`src/logic/dma_chan_pkg.sv`:
```
//==========================================================================
// Shared constants and types
//==========================================================================
package dma_chan_pkg;

  localparam int NUM_CHAN = 16;

  typedef logic [NUM_CHAN-1:0] chan_vec_t;

  // Register byte addresses
  localparam logic [31:0] ADDR_EN_SET  = 32'h4001_0028;
  localparam logic [31:0] ADDR_EN_CLR  = 32'h4001_002c;
  localparam logic [31:0] ADDR_ALT_SET = 32'h4001_0030;
  localparam logic [31:0] ADDR_ALT_CLR = 32'h4001_0034;

  // Field layout: channel bits in the low half, upper half reserved
  localparam int CHAN_LSB = 0;
  localparam int CHAN_MSB = 15;
  localparam logic [15:0] RSVD_READ = 16'h0000;

  // Reset values
  localparam chan_vec_t EN_RST  = 16'h0000;
  localparam chan_vec_t ALT_RST = 16'h0000;
  localparam logic [31:0] RDATA_RST = 32'h0000_0000;

  // Bus timing: ack follows the request edge by this many cycles
  localparam int ACK_LATENCY = 1;

  typedef enum {
    SEL_NONE,
    SEL_EN_SET,
    SEL_EN_CLR,
    SEL_ALT_SET,
    SEL_ALT_CLR
  } reg_sel_t;

  // Per-channel events from the transfer engine
  typedef struct packed {
    chan_vec_t done;
    chan_vec_t alt_set;
    chan_vec_t alt_clr;
  } engine_evt_t;

  // Live per-channel state handed back to the engine
  typedef struct packed {
    chan_vec_t enable;
    chan_vec_t alt_sel;
  } chan_status_t;

endpackage : dma_chan_pkg

```
`src/logic/dma_chan_ctrl.sv`:
```
`timescale 1ns/100ps
//==========================================================================
// Overview of operation
// RULE1: Channel enable clear register has one bit per channel, bits 15 to 0.
// RULE2: Reading enable clear returns live enable state, not last written value.
// RULE3: Writing one to an enable clear bit disables that channel; zeros ignored.
// RULE4: Enable clear writes never enable; only the enable set register enables.
// RULE5: Channel completion clears that channel's enable bit automatically; the code lets a same-cycle enable set write win.
// RULE6: After reset all channel enable bits are zero.
// RULE7: Alternate set read returns zero for primary, one for alternate structure.
// RULE8: Writing one to an alternate set bit selects alternate; zeros ignored.
// RULE9: Return to primary only through alternate clear, never the set register.
// RULE10: Engine sets and clears alternate bits itself during ping-pong and scatter-gather.
// RULE11: After reset every channel selects its primary structure.
// RULE12: Enable set writes of one enable channels; reads return enable status.
// RULE13: Upper bits read zero, ignore writes; concurrent disables just leave channel off.
module dma_chan_ctrl
(
  // Clock, reset, enable
  input  wire logic                      clock_i,
  input  wire logic                      rst_n_i,
  input  wire logic                      clk_en_i,
  // Wishbone slave
  input  wire logic                      wb_cyc_i,
  input  wire logic                      wb_stb_i,
  input  wire logic                      wb_we_i,
  input  wire logic [31:0]               wb_adr_i,
  input  wire logic [3:0]                wb_sel_i,
  input  wire logic [31:0]               wb_dat_i,
  output logic      [31:0]               wb_dat_o,
  output logic                           wb_ack_o,
  // Transfer engine side
  input  wire dma_chan_pkg::engine_evt_t engine_i,
  output dma_chan_pkg::chan_status_t     status_o
);

  import dma_chan_pkg::*;

  //========================================================================
  // Address decode
  //========================================================================
  reg_sel_t  sel;
  logic      req;
  logic      acc;
  logic      ack_r;
  logic      ack_nxt;
  logic [31:0] rdata_r;
  logic [31:0] rdata_nxt;
  chan_vec_t wr_bits;
  chan_vec_t en_q;
  chan_vec_t alt_q;
  chan_vec_t en_set;
  chan_vec_t en_clr;
  chan_vec_t alt_set;
  chan_vec_t alt_clr;
  chan_vec_t sw_en_set;
  chan_vec_t sw_en_clr;
  chan_vec_t sw_alt_set;
  chan_vec_t sw_alt_clr;

  always_comb
  begin
    case (wb_adr_i)
      ADDR_EN_SET:  sel = SEL_EN_SET;
      ADDR_EN_CLR:  sel = SEL_EN_CLR;   // [RULE1]
      ADDR_ALT_SET: sel = SEL_ALT_SET;
      ADDR_ALT_CLR: sel = SEL_ALT_CLR;
      default:      sel = SEL_NONE;
    endcase
  end

  // One access per request; ack_r blocks a second take in the ack cycle
  assign req = wb_cyc_i & wb_stb_i & ~ack_r;
  assign acc = req & clk_en_i;

  // Only channel bits are writable; upper lanes are dropped
  assign wr_bits = wb_dat_i[CHAN_MSB:CHAN_LSB]
                 & {{8{wb_sel_i[1]}}, {8{wb_sel_i[0]}}};   // [RULE13]

  //========================================================================
  // Write strobes
  //========================================================================
  always_comb
  begin
    sw_en_set  = '0;
    sw_en_clr  = '0;
    sw_alt_set = '0;
    sw_alt_clr = '0;
    if (acc && wb_we_i)
    begin
      case (sel)
        SEL_EN_SET:  sw_en_set  = wr_bits;   // [RULE12]
        SEL_EN_CLR:  sw_en_clr  = wr_bits;   // [RULE3] [RULE4]
        SEL_ALT_SET: sw_alt_set = wr_bits;   // [RULE8] [RULE9]
        SEL_ALT_CLR: sw_alt_clr = wr_bits;
        default:     sw_en_set  = '0;
      endcase
    end
  end

  // Software and completion clears simply OR together
  assign en_set  = sw_en_set;
  assign en_clr  = sw_en_clr | engine_i.done;             // [RULE5] [RULE13]
  assign alt_set = sw_alt_set | engine_i.alt_set;         // [RULE10]
  assign alt_clr = sw_alt_clr | engine_i.alt_clr;         // [RULE10]

  //========================================================================
  // Channel state
  //========================================================================
  // Reset to zero inside the cells
  // Reset does not wait for the clock enable, so a frozen block still clears
  chan_bit_cell #(
    .WIDTH    (NUM_CHAN)
  ) u_enable (
    .clock_i  (clock_i),
    .rst_n_i  (rst_n_i),                                   // [RULE6]
    .clk_en_i (clk_en_i),
    .set_i    (en_set),
    .clr_i    (en_clr),
    .q_o      (en_q)
  );

  chan_bit_cell #(
    .WIDTH    (NUM_CHAN)
  ) u_alt_sel (
    .clock_i  (clock_i),
    .rst_n_i  (rst_n_i),                                   // [RULE11]
    .clk_en_i (clk_en_i),
    .set_i    (alt_set),
    .clr_i    (alt_clr),
    .q_o      (alt_q)
  );

  assign status_o.enable  = en_q;
  assign status_o.alt_sel = alt_q;

  //========================================================================
  // Bus answer
  //========================================================================
  // Writes return zero so stale data never poses as a fresh read
  always_comb
  begin
    ack_nxt   = ack_r;
    rdata_nxt = rdata_r;
    if (clk_en_i)
    begin
      ack_nxt = req;
      if (req && !wb_we_i)
      begin
        case (sel)
          SEL_EN_SET:  rdata_nxt = {RSVD_READ, en_q};    // [RULE12]
          SEL_EN_CLR:  rdata_nxt = {RSVD_READ, en_q};    // [RULE2]
          SEL_ALT_SET: rdata_nxt = {RSVD_READ, alt_q};   // [RULE7]
          SEL_ALT_CLR: rdata_nxt = {RSVD_READ, alt_q};
          default:     rdata_nxt = RDATA_RST;
        endcase
      end
      else if (req)
      begin
        rdata_nxt = RDATA_RST;
      end
    end
  end

  always_ff @(posedge clock_i)
  begin
    if (!rst_n_i)
    begin
      ack_r   <= 1'b0;
      rdata_r <= RDATA_RST;
    end
    else
    begin
      ack_r   <= ack_nxt;
      rdata_r <= rdata_nxt;
    end
  end

  assign wb_ack_o = ack_r;
  assign wb_dat_o = rdata_r;

  logic wr_en_clr;
  logic wr_en_set;
  logic rd_en_clr;
  logic rd_alt_set;
  assign wr_en_clr  = acc & wb_we_i & (sel == SEL_EN_CLR);
  assign wr_en_set  = acc & wb_we_i & (sel == SEL_EN_SET);
  assign rd_en_clr  = acc & ~wb_we_i & (sel == SEL_EN_CLR);
  assign rd_alt_set = acc & ~wb_we_i & (sel == SEL_ALT_SET);
endmodule : dma_chan_ctrl

```
`src/logic/chan_bit_cell.sv`:
```
`timescale 1ns/100ps
//==========================================================================
// Vector of set/clear flags, set wins over clear
//==========================================================================
module chan_bit_cell
  import dma_chan_pkg::*;
#(
  parameter int WIDTH = dma_chan_pkg::NUM_CHAN
)
(
  // Clock and reset
  input  wire logic             clock_i,
  input  wire logic             rst_n_i,
  input  wire logic             clk_en_i,
  // Controls
  input  wire logic [WIDTH-1:0] set_i,
  input  wire logic [WIDTH-1:0] clr_i,
  // State
  output logic      [WIDTH-1:0] q_o
);

  logic [WIDTH-1:0] q_r;
  logic [WIDTH-1:0] q_nxt;

  always_comb
  begin
    q_nxt = q_r;
    if (clk_en_i)
    begin
      // A set in the same cycle as a clear is kept
      q_nxt = (q_r & ~clr_i) | set_i;
    end
  end

  always_ff @(posedge clock_i)
  begin
    if (!rst_n_i)
    begin
      q_r <= '0;
    end
    else
    begin
      q_r <= q_nxt;
    end
  end

  assign q_o = q_r;

endmodule : chan_bit_cell

```
`config.mk`:
```
export PLATFORM = sky130hd
export DESIGN_NAME = dma_chan_ctrl
export DESIGN_NICKNAME = d
export VERILOG_FILES = /design/src/logic/dma_chan_pkg.sv /design/src/logic/dma_chan_ctrl.sv /design/src/logic/chan_bit_cell.sv
export SDC_FILE = /design/constraint.sdc
export NUM_CORES = 1
export LEC_CHECK = 0
export BUFFER_PORTS_ARGS = -buffer_cell sky130_fd_sc_hd__buf_2
export CORE_ASPECT_RATIO = 1.4
export CORE_UTILIZATION = 46
export CTS_BUF_LIST = sky130_fd_sc_hd__clkbuf_8
export DETAILED_ROUTE_END_ITERATION = 8
export PLACE_DENSITY = 0.91
export REMOVE_ABC_BUFFERS = 1
export SLEW_MARGIN = 5
export SYNTH_ARGS = -nofsm -noshare
export SYNTH_HDL_FRONTEND = slang
export SYNTH_SLANG_ARGS = --single-unit
```
`constraint.sdc`:
```
create_clock -name clock_i -period 4.15 [get_ports clock_i]
set_input_delay 0.6225 -clock clock_i [delete_from_list [all_inputs] [get_ports clock_i]]
set_output_delay 0.6225 -clock clock_i [all_outputs]
set_load 0.05 [all_outputs]
```
==> results.md, run 1 <==
* Share of the synthesized area in the top cell type at a little over a third
* Ys flop type: dfxtp_1
* Final Instance Area at ~0.0035 mm²
* Post-CTS sizing at 0
* Detailed-placement wirelength estimate at between 6 and 7 mm
* Count of final hold-check violations at 0
* Synthesis Warnings at 0
* Vias in the first global route at approximately 2.9k
* Multi-input logic area at 0.00158 mm²
* GRT overflow at 0
* Worst EP arrival at around 2.8 ns
* Placed Area at approximately 0.0034 mm²
* Total number of vias at around 3.1k
* Reg2reg path depth at 5
* Worst Setup End Kind: flop
* I/O pins at about 190
* Starting DRT DRC Count at roughly 180
* Die Footprint at ~0.0062 mm²
* Synth area leaders: dfxtp_1 (36%), nand2_1 (11%), nand3_1 (7.6%)
* CP Data Required Time at 4.34 ns
* Fin worst setup slack at between 1.5 and 2 ns
* Final-report max-slew violation count at 0
* Cts hold-fix bufs at 0
* Cts bufs inserted at 5
* P per Cell Area at about 280 mW/mm²
* Worst skew pair latency at about 0.30 ns
* DRT Wirelength at about 8.6 mm
* Die H at between 90 and 100 µm
* Cells after Synth at ~330
* Post-Syn Area per Cell at between 8 and 9 µm²
* Inst Count DP at 530
* Yosys top cell by area: dfxtp_1
* Sequential element share of the synthesized area at a little over a third
* Longest Clk Path Bufs at 2
* Detailed Routing Iterations Pass 1 at 4
* Asr flop ratio synth at 0%
* First-pass GRT wire length at 13.2 mm
* Worst-path clk slew at around 0.090 ns
* Worst Tran Pin Value at approximately 1.1 ns
* CTS tree: done
* Hold path depth at 2
* Post-synth EDFFs at 0
* H-tree depth at 2
* Min Tclk post-route at ~2.6 ns
* Worst r2r dst: wb_dat_o[6]
* Filler Cell Count at between 500 and 600
* Min Hold Slack at 0.465 ns
* Min-Delay Endpoint: wb_dat_o[2]
* TNS Setup at 0 ns
* Net count, final at approximately 600
* Core area at ~0.0056 mm²
* Final setup fails at 0
* Leak pwr at between 1.5 and 2 nW
* Die W at about 67 µm
* Rows at 32
* HP Class: flop to flop
* Tcrit/Tclk final at between 60 and 70%
* Post-synthesis cell type count at 29
* Layout cells sized above 1 at a little under two fifths
* RSZ-0062 raised after global routing: no
* Fmax at 384 MHz
* Port Buf Inserts at around 150
* Post-Route Utilization at 63.1%
* Setup repair bufs after CTS at 0
* CP max FO at 9
* Routed Antenna Nets at 0
* Final Instance Count excl. Fillers at between 500 and 600
* Clock root cell: clkbuf_8
* HP Start: u_enable.q_o[2]
* Reg2Reg Setup Slack at around 2.0 ns
* Largest net degree at the start of global routing at 52
* Clock sink count at slightly below 50
* Crit path launch type: primary input
* Worst setup path startpoint: wb_adr_i[4]
* Worst r2r src: wb_ack_o
* Final total power at a little under 1 mW
* Vias per inst at 5.66
* Mapped Area at approximately 0.0027 mm²
* Seq. cell area at about 1000 µm²
* Layout Skew at between 0.003 and 0.004 ns
* Synth Register Bits at 49
* Area growth syn-to-layout at 30.2%
* DRC at 0
* Dpl ws at between 1 and 1.5 ns
* Crit path kind: primary input to flop
* Max-slew headroom at 26.9%
* Gpl congestion at a little over 0.8
* WL/cell at 15.9 µm
* Status: finished clean
* Initial antenna violation count at 2
* Peak supply drop at around 0.18 mV
* Initial Utilization at 48.5%
* MaxCap Viol Count at 0
* Tot GR Track Use at 28.1%
[sequential cells by signal, summed over array words and instances, names as in the netlist]
| signal | flops |
|---|---|
| wb_ack_o | 1 |
| u_alt_sel.q_o | 16 |
| wb_dat_o | 16 |
| u_enable.q_o | 16 |
[layout make-up]
cell class                 count  area share, %
antenna                        1         0.0707
clock buffer                   5           1.94
clock inverter                 3          0.530
multi-input combinational    256           44.8
sequential                    49           27.7
tap                           68           2.40
timing repair buffer         157           22.6
[worst max path at each step]
stage,endpoint,slack (ns),cells past startpoint
floorplan,wb_dat_o[0],1.88,5
global placement,u_enable.q_o[15],1.41,7
detailed placement,u_enable.q_o[10],1.29,7
CTS,u_enable.q_o[10],1.60,7
global route,u_enable.q_o[10],1.46,7
finish,u_alt_sel.q_o[7],1.54,6
[logic make-up after synthesis]
logic type / count (synthesis) / share of synthesized area (%)
simple gates: 167 / 34.5
flops: 49 / 36.1
other cells: 1 / 0.138
mux: 16 / 5.89
buf+inv: 43 / 8.33
compound gates: 57 / 15.0
[per-layer routing]
layer	global-route usage, %	share of wire, %
met1	30.3	37
met5	0	0.12
met2	50.9	51
met3	5.91	9.2
met4	11.9	2.7
[power by group]
group	internal, mW	switching, mW
sequential	0.481	0.00844
combinational	0.0671	0.142
clock	0.117	0.164
total	0.664	0.315
[synthesized netlist by cell type (2+ instances only)]
cell,instances
a22oi_1,16
nor2b_1,4
nand3_1,41
nand2b_1,3
nand2_1,83
mux2i_1,16
buf_1,2
buf_2,4
o21ai_0,8
and3_1,10
o21a_1,9
buf_4,16
a31oi_1,16
nor4_4,5
a311o_1,8
nor4_2,4
dfxtp_1,49
nand4b_1,8
clkbuf_1,21
[cell usage in the layout, fill, tap and decap left out, drive strengths merged]
cell type	instances
buf	157
nand2	83
dfxtp	49
nand3	41
a22oi	16
a31oi	16
mux2i	16
conb	16
and3	10
o21a	9
nor4	9
a311o	8
nand4b	8
o21ai	8
clkbuf	5
nor2b	4
nand2b	3
clkinvlp	2
nand4	2
nor3	2
diode	1
and4b	1
nor3b	1
nor4b	1
nand3b	1
or2	1
inv	1
[worst max-delay path: stages]
cell,delay [ns]
buf_2,0.10
nor2b_1,0.64
nand3_1,0.27
nor4_4,0.60
a31oi_1,0.20
a311o_1,0.36
Power figures use the tool's default switching activity.
==> run 2: changes to the inputs <==
- CORE_UTILIZATION: 46 -> 43
- PLACE_DENSITY: 0.91 -> 0.86
- clock period: 4.15 -> 2.5 ns (I/O delays scaled with it)
==> run 2 against run 1 <==
  * Design area is 1.6% higher
  * Highest routed layer is now met4
  * Flip-flop and latch count unchanged
  * Combinational power is 66% higher
  * Non-clock buffer count grew 9
  * Via count fell by 0.56%
  * Sequential power up 66%
  * Total power is 63% higher
  * Global-route usage is 3.5 points lower
  * Critical endpoint is now u_alt_sel.q_o[5]
  * Critical path depth grew 1
  * Die area grew 6.8%
  * Clock power rose by 55%
  * Hold slack worse by 0.11 ns
  * Critical path type unchanged
==> results.md, run 2 (synthesized netlist as in run 1, its figures left out) <==
* First-pass GRT wire length at 13.1 mm (-0.79%)
* Clock root cell: clkbuf_8
* Fin worst setup slack at 0.673 ns (-0.871 ns)
* Final setup fails at 0 (unchanged)
* Post-CTS sizing at 0 (unchanged)
* Filler Cell Count at 557 (+5.7%)
* Ant diodes at 0 (-1)
* Worst-path clk slew at 0.09 ns (about the same)
* Layout cells sized above 1 at 38.8% (+1.3 points)
* MaxCap Viol Count at 0 (unchanged)
* Initial Utilization at 45.4% (-3.1 points)
* Placed Area at 0.00352 mm² (+2.1%)
* RSZ-0062 raised after global routing: no
* Detailed Routing Iterations Pass 1 at 4 (unchanged)
* Die W at 69.2 µm (+3.3%)
* CP max stage delay at 0.33 ns (-0.31 ns)
* Vias per inst at 5.55 (-2.0%)
* Rows at 33 (+3.1%)
* Total number of vias at 3,035 (-0.56%)
* Detailed-placement wirelength estimate at 5.97 mm (-3.0%)
* Die Footprint at 0.00665 mm² (+6.8%)
* Slowest CP cell: nor4_4
* Final total power at 1.59 mW (+63%)
* Status: finished clean
* GRT overflow at 0 (unchanged)
* Routed Antenna Nets at 0 (unchanged)
* Gpl congestion at 0.814 (+0.93%)
* DRC at 0 (unchanged)
* Tcrit/Tclk final at between 70% and 80%
* Buffers and inverters on the worst path at 2 (+1)
* Final-report max-slew violation count at 0 (unchanged)
* Setup repair bufs after CTS at 0 (unchanged)
* Worst EP arrival at 2.01 ns (-0.78 ns)
* Worst Setup End Kind: flop
* H-tree depth at 2 (unchanged)
* Most used cell, CP: nor4_4
* I/O pins at 187 (unchanged)
* Core area at 0.00599 mm² (+6.8%)
* P per Cell Area at 443 mW/mm² (+60%)
* Worst skew pair latency at 0.29 ns (about the same)
* Cts hold-fix bufs at 0 (unchanged)
* Max-slew headroom at 43.9% (+17 points)
* Leak pwr at 1.88 nW (+2.5%)
* Initial antenna violation count at 0 (-2)
* Dpl ws at 0.339 ns (-0.948 ns)
* DRT Wirelength at 8.19 mm (-4.5%)
* Crit-path leading delay family: simple AND/OR/NAND/NOR gates
* WL/cell at 15.0 µm (-5.9%)
* Area growth syn-to-layout at 32.3%
* Min Tclk post-route at 1.83 ns
* Crit path kind: primary input to flop
* Min Hold Slack at 0.351 ns (-0.114 ns)
* Cts bufs inserted at 5 (unchanged)
* TNS Setup at 0 ns (unchanged)
* Vias in the first global route at 2,859 (-1.1%)
* Most frequent cells in the layout: buf_2 (152), nand2_1 (83), dfxtp_1 (49)
* Port Buf Inserts at 152 (unchanged)
* Die H at 96.1 µm (+3.4%)
* CTS tree: done
* CP max FO at 8 (-1)
* Peak supply drop at 0.211 mV (+14%)
* Largest net degree at the start of global routing at 42 (-19%)
* Net count, final at 600 (+1.5%)
* Crit path launch type: primary input
* Worst Tran Pin Value at 0.837 ns (-0.251 ns)
* Layout Skew at 0.00648 ns (+0.00340 ns)
* Clock sink count at 49 (unchanged)
* Crit path cell chain: buf_2 -> nor4_4 -> nand4_4 -> nor4_4 -> buf_4 -> a31oi_1 -> a311o_1
* Longest Clk Path Bufs at 2 (unchanged)
* Most common cell after layout, fill and taps aside: buf_2
* Starting DRT DRC Count at 132 (-27%)
* Count of final hold-check violations at 0 (unchanged)
* Fmax at approximately 550 MHz
* Final Instance Area at 0.00359 mm² (+1.6%)
* HP Class: primary input to flop
* CP Data Required Time at 2.69 ns (-1.65 ns)
* Tot GR Track Use at 24.6% (-3.5 points)
run 2: cell types whose count changed in the layout (fill, tap and decap cells not counted):
cell        before  now
buf_4            5   14
clkinv_2         0    1
clkinvlp_4       2    0
diode_2          1    0
inv_1            1    0
nor2b_1          4    3
nor2b_2          0    1
run 2: worst paths after layout:
path / start / end / slack [ns] / cells after the start
worst min-delay path: wb_dat_i[7] / u_alt_sel.q_o[7] / 0.35 / 2
worst min register to register: u_enable.q_o[8] / wb_dat_o[8] / 0.46 / 2
worst max register to register: wb_ack_o / u_alt_sel.q_o[5] / 0.83 / 5
worst max-delay path: wb_adr_i[23] / u_alt_sel.q_o[5] / 0.67 / 7
run 2: per-layer routing:
layer | part of all wire [%] | wire length (µm) | GRT usage, % | up-vias
li1 | - | - | - | 1447
met3 | 6.3 | 514 | 3.56 | 17
met1 | 39 | 3230 | 27.9 | 1409
met4 | 2.0 | 162 | 11.2 | 0
met2 | 52 | 4290 | 45.6 | 162
met5 | 0 | 0 | 0 | -
run 2: area by class of cell:
type / count / area [µm²] / share of cell area, %
Multi-Input combinational cell: 256 / 1590 / 44.1
Sequential cell: 49 / 981 / 27.3
Timing Repair Buffer: 166 / 866 / 24.1
Tap cell: 70 / 87.6 / 2.44
Clock buffer: 5 / 68.8 / 1.91
Clock inverter: 1 / 5.00 / 0.139
run 2: power by group:
group | switching [mW] | internal (mW)
Clock | 0.251 | 0.185
Sequential | 0.0139 | 0.798
Combinational | 0.233 | 0.113
run 2: stage by stage:
stage                     std cells  util, %
after CTS                       547     60.0
after detailed placement        541     58.8
after global placement          541     58.8
after floorplan                 305        -
final                           547     60.0
after global routing            547     60.0
